### config.mk
export PLATFORM = sky130hd
export DESIGN_NAME = pwip_bank
export DESIGN_NICKNAME = d
export VERILOG_FILES = /design/src/rtl/pwip_pkg.sv /design/src/rtl/pwip_bank.sv
export VERILOG_INCLUDE_DIRS = /design/src /design/src/rtl
export SDC_FILE = /design/constraint.sdc
export NUM_CORES = 1
export LEC_CHECK = 0
export BUFFER_PORTS_ARGS = -buffer_cell sky130_fd_sc_hd__buf_2
export CAP_MARGIN = 20
export CORE_ASPECT_RATIO = 1.25
export CORE_MARGIN = 5
export CORE_UTILIZATION = 30
export CTS_CLUSTER_DIAMETER = 40
export DETAILED_ROUTE_END_ITERATION = 10
export PLACE_DENSITY_LB_ADDON = 0.12
export SLEW_MARGIN = 25
export SYNTH_ARGS = -nofsm -noshare
export SYNTH_HDL_FRONTEND = slang
export SYNTH_SLANG_ARGS = --single-unit
### constraint.sdc
create_clock -name clk_sys_i -period 1.35 [get_ports clk_sys_i]
set_input_delay 0.2025 -clock clk_sys_i [delete_from_list [all_inputs] [get_ports clk_sys_i]]
set_output_delay 0.2025 -clock clk_sys_i [all_outputs]
set_load 0.05 [all_outputs]
### src/rtl/pwip_defines.svh
// Offsets, field positions, reset values for the PWM generator priority bank
// Assumes inclusion by bare name from the package and the design module
`ifndef PWIP_DEFINES_SVH
`define PWIP_DEFINES_SVH

// Register byte offsets on the AXI4-Lite slave
`define PWIP_PRIO_OFFSET 4'h0
`define PWIP_LEVEL_OFFSET 4'h4
`define PWIP_ADDR_W 4

// Field positions (low bit of each 3-bit field)
`define PWIP_GEN6_LSB 12
`define PWIP_GEN5_LSB 8
`define PWIP_GEN4_LSB 4
`define PWIP_GEN3_LSB 0

// Writable bits and reset value of the priority register
`define PWIP_PRIO_MASK 16'h7777
`define PWIP_PRIO_RESET 16'h4444

// Level codes
`define PWIP_LEVEL_OFF 3'h0
`define PWIP_LEVEL_MAX 3'h7

// AXI responses
`define PWIP_RESP_OKAY 2'h0
`define PWIP_RESP_SLVERR 2'h2

`endif

### src/rtl/pwip_pkg.sv
// Types shared by the PWM generator priority bank
// Assumes the defines header sits beside it
package pwip_pkg;
   `include "pwip_defines.svh"

   // One 3-bit priority level
   typedef logic [2:0] pwip_level_t;

   // Priority register as its fields
   typedef struct packed {
      logic pad15;
      pwip_level_t gen6_irq_level;
      logic pad11;
      pwip_level_t gen5_irq_level;
      logic pad7;
      pwip_level_t gen4_irq_level;
      logic pad3;
      pwip_level_t gen3_irq_level;
   } pwip_prio_t;

   // Write request from the bus
   typedef struct packed {
      logic [`PWIP_ADDR_W-1:0] addr;
      logic [31:0] data;
      logic [3:0] strb;
   } pwip_wreq_t;

   // Read channel payload
   typedef struct packed {
      logic [31:0] data;
      logic [1:0] resp;
   } pwip_rdat_t;
endpackage

### src/rtl/pwip_bank.sv
// PWM generator 3..6 interrupt priority bank behind an AXI4-Lite slave
// Assumes a single 125 MHz clock and a master that obeys AXI4-Lite handshakes
`timescale 1ns/1ps
`include "pwip_defines.svh"

module pwip_bank
   import pwip_pkg::*;
(
   input wire logic clk_sys_i, // System clock
   input wire logic reset_n_i, // Async reset, active low
   input wire logic clk_en_i, // Freezes all state when low
   input wire logic [3:0] irq_src_i, // Raw requests, bit0 = gen3 .. bit3 = gen6
   output logic [3:0] irq_req_o, // Requests gated by non-zero level
   output logic [11:0] irq_level_o, // Levels, 3 bits per source, gen3 lowest
   input wire logic [`PWIP_ADDR_W-1:0] s_axi_awaddr, // Write address
   input wire logic s_axi_awvalid, // Write address valid
   output logic s_axi_awready, // Write address ready
   input wire logic [31:0] s_axi_wdata, // Write data
   input wire logic [3:0] s_axi_wstrb, // Write byte strobes
   input wire logic s_axi_wvalid, // Write data valid
   output logic s_axi_wready, // Write data ready
   output logic [1:0] s_axi_bresp, // Write response
   output logic s_axi_bvalid, // Write response valid
   input wire logic s_axi_bready, // Write response ready
   input wire logic [`PWIP_ADDR_W-1:0] s_axi_araddr, // Read address
   input wire logic s_axi_arvalid, // Read address valid
   output logic s_axi_arready, // Read address ready
   output logic [31:0] s_axi_rdata, // Read data
   output logic [1:0] s_axi_rresp, // Read response
   output logic s_axi_rvalid, // Read data valid
   input wire logic s_axi_rready // Read data ready
);

   pwip_prio_t prio;
   logic aw_held;
   logic w_held;
   pwip_wreq_t wreq;
   pwip_rdat_t rdat;
   logic [15:0] next_prio;
   logic [15:0] wmask;
   logic do_write;
   logic [3:0] lvl_nz;
   logic [11:0] lvl_flat;
   logic [15:0] prio_bits;

   assign prio_bits = prio;

   // Accept address and data independently, one write outstanding
   assign s_axi_awready = !aw_held && !s_axi_bvalid;
   assign s_axi_wready = !w_held && !s_axi_bvalid;
   assign s_axi_arready = !s_axi_rvalid;
   assign do_write = aw_held && w_held && !s_axi_bvalid;

   // Hold write address until paired with data
   always_ff @(posedge clk_sys_i or negedge reset_n_i) begin
      if (!reset_n_i) begin
         aw_held <= 1'b0;
         wreq.addr <= '0;
      end else if (clk_en_i) begin
         if (s_axi_awvalid && s_axi_awready) begin
            aw_held <= 1'b1;
            wreq.addr <= s_axi_awaddr;
         end else if (do_write) begin
            aw_held <= 1'b0;
         end
      end
   end

   // Hold write data until paired with address
   always_ff @(posedge clk_sys_i or negedge reset_n_i) begin
      if (!reset_n_i) begin
         w_held <= 1'b0;
         wreq.data <= '0;
         wreq.strb <= '0;
      end else if (clk_en_i) begin
         if (s_axi_wvalid && s_axi_wready) begin
            w_held <= 1'b1;
            wreq.data <= s_axi_wdata;
            wreq.strb <= s_axi_wstrb;
         end else if (do_write) begin
            w_held <= 1'b0;
         end
      end
   end

   // Byte strobes to bit mask, unimplemented bits never writable
   always_comb begin
      wmask = {{8{wreq.strb[1]}}, {8{wreq.strb[0]}}} & `PWIP_PRIO_MASK;
      next_prio = (prio_bits & ~wmask) | (wreq.data[15:0] & wmask);
   end

   // Priority register, resets to level four in every field
   always_ff @(posedge clk_sys_i or negedge reset_n_i) begin
      if (!reset_n_i) begin
         prio <= `PWIP_PRIO_RESET;
      end else if (clk_en_i && do_write && wreq.addr == `PWIP_PRIO_OFFSET) begin
         prio <= next_prio;
      end
   end

   // Write response; unmapped writes get SLVERR
   always_ff @(posedge clk_sys_i or negedge reset_n_i) begin
      if (!reset_n_i) begin
         s_axi_bvalid <= 1'b0;
         s_axi_bresp <= `PWIP_RESP_OKAY;
      end else if (clk_en_i) begin
         if (do_write) begin
            s_axi_bvalid <= 1'b1;
            s_axi_bresp <= (wreq.addr == `PWIP_PRIO_OFFSET) ? `PWIP_RESP_OKAY : `PWIP_RESP_SLVERR;
         end else if (s_axi_bready) begin
            s_axi_bvalid <= 1'b0;
         end
      end
   end

   // Per-source level and gating; zero disables, 1..7 are the level itself
   genvar g;
   generate
      for (g = 0; g < 4; g++) begin : g_src
         assign lvl_flat[3*g +: 3] = prio_bits[4*g +: 3];
         assign lvl_nz[g] = (prio_bits[4*g +: 3] != `PWIP_LEVEL_OFF);
      end
   endgenerate

   // Registered request and level outputs
   always_ff @(posedge clk_sys_i or negedge reset_n_i) begin
      if (!reset_n_i) begin
         irq_req_o <= '0;
         irq_level_o <= '0;
      end else if (clk_en_i) begin
         irq_req_o <= irq_src_i & lvl_nz;
         irq_level_o <= lvl_flat;
      end
   end

   // Read decode: priority register, status view of gated requests
   always_comb begin
      rdat.data = '0;
      rdat.resp = `PWIP_RESP_OKAY;
      unique case (s_axi_araddr)
         `PWIP_PRIO_OFFSET: rdat.data = {16'h0000, prio_bits & `PWIP_PRIO_MASK};
         `PWIP_LEVEL_OFFSET: rdat.data = {28'h0000000, irq_req_o};
         default: rdat.resp = `PWIP_RESP_SLVERR;
      endcase
   end

   // Read data channel
   always_ff @(posedge clk_sys_i or negedge reset_n_i) begin
      if (!reset_n_i) begin
         s_axi_rvalid <= 1'b0;
         s_axi_rdata <= '0;
         s_axi_rresp <= `PWIP_RESP_OKAY;
      end else if (clk_en_i) begin
         if (s_axi_arvalid && s_axi_arready) begin
            s_axi_rvalid <= 1'b1;
            s_axi_rdata <= rdat.data;
            s_axi_rresp <= rdat.resp;
         end else if (s_axi_rready) begin
            s_axi_rvalid <= 1'b0;
         end
      end
   end

endmodule // pwip_bank

# Yosys cells after proc, flatten, opt, wreduce, memory -nomap -nowiden
# Cells that the tools add are included.
[totals]
reg_bits = 94
wordCells = 68
output_inout_bits = 57
[op_classes]
n_reduce_logical = 32
bitwise = 5
muxes = 10
eq_ne = 1
[ops]
columns = ["op", "count"]
rows = [
  ["15-bit one-hot mux with 2 select lines", 1],
  ["16-bit by 15-bit AND with 16-bit output", 1],
  ["16-bit AND", 1],
  ["15-bit NOT with 16-bit output", 1],
  ["16-bit OR", 1],
  ["2-bit AND reduction", 8],
  ["3-bit nonzero test", 4],
  ["1-bit logical AND", 9],
  ["4-bit logical NOT", 2],
  ["2-bit nonzero test", 4],
  ["1-bit two-way mux", 7],
  ["4-bit AND", 1],
  ["4-bit by 3-bit == test with 1-bit output (second input constant)", 1],
  ["1-bit logical NOT", 4],
  ["2-bit two-way mux", 2],
  ["2-bit OR reduction", 1],
]

# Longest topological paths before layout
[depth]
word_depth = 5
depth_mapped = 5

# Worst setup path before layout
# Ideal clock, no wire load.
[synth_timing]
kind = "reg2reg"
start = "register s_axi_bvalid"
end = "register wreq, in the netlist wmask[8]"
synth_period_minus_slack_ns = 1.626
arrival_ns = 1.501
slack_ns = -0.276
path_stages_with_launch = 5
path_cell_list = "dfrtp_1 -> and4bb_1 -> buf_6 -> buf_6 -> mux2_2"
[synth_between]
elab_chain_cells = 4
[synth_rtl]
columns = ["item", "line", "rtl"]
rows = [
  ["start, declared", "pwip_bank.sv:23", "output logic s_axi_bvalid,"],
  ["start signal, assigned", "pwip_bank.sv:104", "s_axi_bvalid <= 1'b0;"],
  ["start signal, assigned", "pwip_bank.sv:108", "s_axi_bvalid <= 1'b1;"],
  ["start signal, assigned", "pwip_bank.sv:111", "s_axi_bvalid <= 1'b0;"],
  ["1-bit logical NOT", "pwip_bank.sv:50", "assign s_axi_wready = !w_held && !s_axi_bvalid;"],
  ["1-bit logical AND", "pwip_bank.sv:50", ""],
  ["1-bit logical AND", "pwip_bank.sv:76", "if (s_axi_wvalid && s_axi_wready) begin"],
  ["2-bit AND reduction (no line)", "-", ""],
  ["end, declared", "pwip_bank.sv:37", "pwip_wreq_t wreq;"],
]
# Every way passes these cells.
# A chain may end at the register's enable or synchronous reset.

# Final worst setup path
[layout_timing]
start = "register s_axi_bvalid"
end = "register wreq[8] (netlist bit)"
# Same word-level chain as after synthesis.

==> flow_metrics.py <==
metrics = {
    "global_route": {
        "grt_pass1_wl_um": 9440,
        "grt_usage_pct": 11.3,
        "grt_antenna_before_repair": 0,
        "gr-total-overflow": 0,
        "grt_max_degree": 66,
        "first_global_vias": 1816,
    },
    "setup_path": {
        "start_kind": "flop",
        "cp_slowest_stage_delay_ns": 0.42,
        "required_ns": 1.55,
        "critical_path_buf_inv_count": 1,
        "crit_path_end_kind": "flop",
        "path_max_fanout": 5,
        "crit_slowest_cell": "dfrtp_2",
        "crit_family": "flip-flops",
        "arrival_ns": 1.58,
        "critical_path_class": "flop to flop",
        "cp_cell_sequence": "and4bb_4 -> buf_6 -> mux2_4",
    },
    "synth": {
        "synthSimpleGateAreaFrac_pct": 6.81,
        "ys_ff_latch": 65,
        "synth_top_area_share_pct": 55.8,
        "ys_warn_count": 0,
        "netlist_top_cells_area": "dfrtp_1, mux2_2, buf_4",
        "yosysUniqueCellTypes": 27,
        "synth_xor_area_share_pct": 0,
        "yosys.area_share.adder_pct": 0,
        "synth_top_family_by_area": "multiplexers",
        "yosysTopAreaCell": "dfrtp_1",
        "netlist_area_sq_um": 2740,
        "syn-instance-count": 194,
        "synth_compound_area_share_pct": 6.36,
        "synth.area.mux_share_pct": 18.8,
        "ys_seq_area_share_pct": 59.6,
        "syn_area_per_cell_sq_um": 14.1,
    },
    "final_layout": {
        "layout.nets": 345,
        "drive_gt1_share_pct": 57.1,
        "instances_no_fill": 417,
        "n_antenna_cell": 0,
        "syn_to_final_growth_pct": 38.9,
    },
    "cts": {
        "clock_path_buffers": 2,
        "clk_latency_ns": 0.32,
        "h-tree-depth": 3,
        "cts_buffers": 9,
        "cts_root_buf": "clkbuf_16",
        "path_clk_slew_ns": 0.05,
        "cts_sinks": 65,
        "cts_tree": "built",
    },
    "route": {
        "vias_per_cell": 4.24,
        "routedWlPerCell_um": 14.7,
        "drc": 0,
        "ant_nets": 0,
        "vias": 1769,
        "dr.pass1.iters": 4,
        "drt_first_iter_violations": 47,
        "wirelength_um": 6130,
    },
    "sta": {
        "timing.final.hold_violations": 0,
        "finalCriticalPeriod_ns": 1.38,
        "rsz0062_at_grt": "yes",
        "drv_slew": 0,
        "setup_viol": 20,
        "setup-tns-final_ns": -0.353,
        "setup_ws_ns": -0.0335,
        "fin_hold_ws_ns": 0.110,
        "finClkSkew_ns": 0.00372,
        "fmax_ghz": 0.723,
        "finalCritPeriodShare_pct": 102,
    },
    "placed_design": {
        "io_buffers": 69,
        "dp_hpwl_um": 4390,
        "preCtsSetupSlack_ns": -0.0408,
        "gp_congestion": 0.688,
        "dp_cells": 395,
    },
    "run": {
        "drv_cap": 0,
    },
    "floorplanning": {
        "start_util_pct": 30.3,
        "fp.coreArea_sq_um": 9030,
        "die_w_um": 95.4,
        "rows": 39,
        "die-area_sq_um": 11100,
        "die_y_um": 117,
        "io_pins": 113,
    },
    "outcome": {
        "run_status": "finished with violations",
        "violations": "setup timing",
    },
    "hold_path": {
        "hp-class": "input port to flop",
    },
    "power": {
        "powerDensity_nw_per_um2": 2110,
        "peakVddDrop_mv": 1.07,
        "power_uw": 8000,
        "power_leakage_uw": 0.00193,
    },
}
[per-stage QoR]
step / area (sq um) / util [%]
after CTS: 3740 / 41.5
after global routing: 3800 / 42.1
after detailed placement: 3310 / 36.7
final: 3800 / 42.1
after floorplan: 2850 / -
after global placement: 3310 / 36.7
[cells in the mapped netlist]
cell / number
a21o_1: 2
a21oi_1: 1
a22o_1: 9
and4b_4: 1
and4bb_1: 1
and4bb_2: 1
buf_2: 1
buf_4: 21
buf_6: 3
clkbuf_1: 3
conb_1: 1
dfrtp_1: 61
dfstp_2: 4
inv_1: 5
mux2_2: 43
mux2i_1: 3
nand2_1: 11
nand3_2: 2
nand3b_2: 1
nand4b_1: 1
nor2_1: 3
nor3_4: 1
nor4_4: 1
o21ai_0: 8
o311ai_0: 4
or2_2: 1
or3_4: 1
[where the power goes]
part	switching (uW)	internal (uW)	total, uW
logic	1410	1150	2560
registers	395	2530	2920
clock network	808	1710	2520
total	2620	5390	8000
[final timing paths]
| kind | from | end | slack, ns | cells after the start |
|---|---|---|---|---|
| setup / recovery | s_axi_bvalid$_DFFE_PN0P_ | wreq[8]$_DFFE_PN0P_ | -0.03 | 3 |
| hold / removal | s_axi_awaddr[2] | wreq[38]$_DFFE_PN0P_ | 0.11 | 2 |
| setup reg to reg | s_axi_bvalid$_DFFE_PN0P_ | wreq[8]$_DFFE_PN0P_ | -0.03 | 3 |
| hold reg to reg | s_axi_rdata[1]$_DFFE_PN0P_ | s_axi_rdata[1]$_DFFE_PN0P_ | 0.47 | 2 |
| max in group asynchronous | reset_n_i | asynchronous set/reset pin | 0.58 | 3 |
| min in group asynchronous | reset_n_i | irq_level_o[11]$_DFFE_PN0P_ | 0.43 | 3 |
[metal layers]
metal,up-vias,share of wire [%],track usage [%]
met5,-,0,0
met1,861,42,14.2
met2,59,49,18.0
li1,842,-,-
met3,7,6.8,3.58
met4,0,1.5,4.84
[cell type report]
cell class / count / area (sq um)
fillers: 877 / 5230
flip-flops and latches: 65 / 1630
multi-input cells: 116 / 1060
repair buffers: 92 / 599
clock buffers: 11 / 253
well taps: 123 / 154
clock inverters: 5 / 77.6
inverters: 5 / 18.8
[cell usage in the layout (no fill, tap or decap)]
cell,instances
buf_2,67
dfrtp_1,59
mux2_2,25
conb_1,21
mux2_4,18
buf_4,16
nand2_1,11
clkbuf_16,10
a22o_1,9
o21ai_0,8
inv_1,5
o311ai_0,4
dfstp_2,4
mux2i_1,3
buf_6,3
buf_12,3
nor2_4,2
a21o_1,2
nand3_4,2
bufinv_16,2
clkinv_2,2
clkbuf_8,2
dfrtp_2,2
nand3b_4,1
or3_4,1
nor3_4,1
or2_2,1
and4bb_4,1
and4bb_2,1
nand4b_1,1
and4b_4,1
nor4_4,1
nor2_1,1
a21oi_1,1
clkinvlp_4,1
dlygate4sd3_1,1
buf_8,1
[logic make-up after synthesis]
kind of cell | Yosys count
other cells | 1
mux | 46
simple gates | 25
buf+inv | 33
compound gates | 24
flops | 65
[worst reg2reg max path: stages, from the launching register on]
cell	delay (ns)
dfrtp_2	0.42
and4bb_4	0.38
buf_6	0.16
mux2_4	0.31
[what timing repair did]
action                                 in CTS  in global routing
gates resized for setup                    25                  2
setup endpoints to repair                  27                 30
cloned                                      0                  1
hold buffers                                1                  0
pin swaps                                   2                  2
buffers inserted                            1                  3
endpoints found under the hold margin      61                  0
Note: power is estimated with default switching activity, not from simulation.
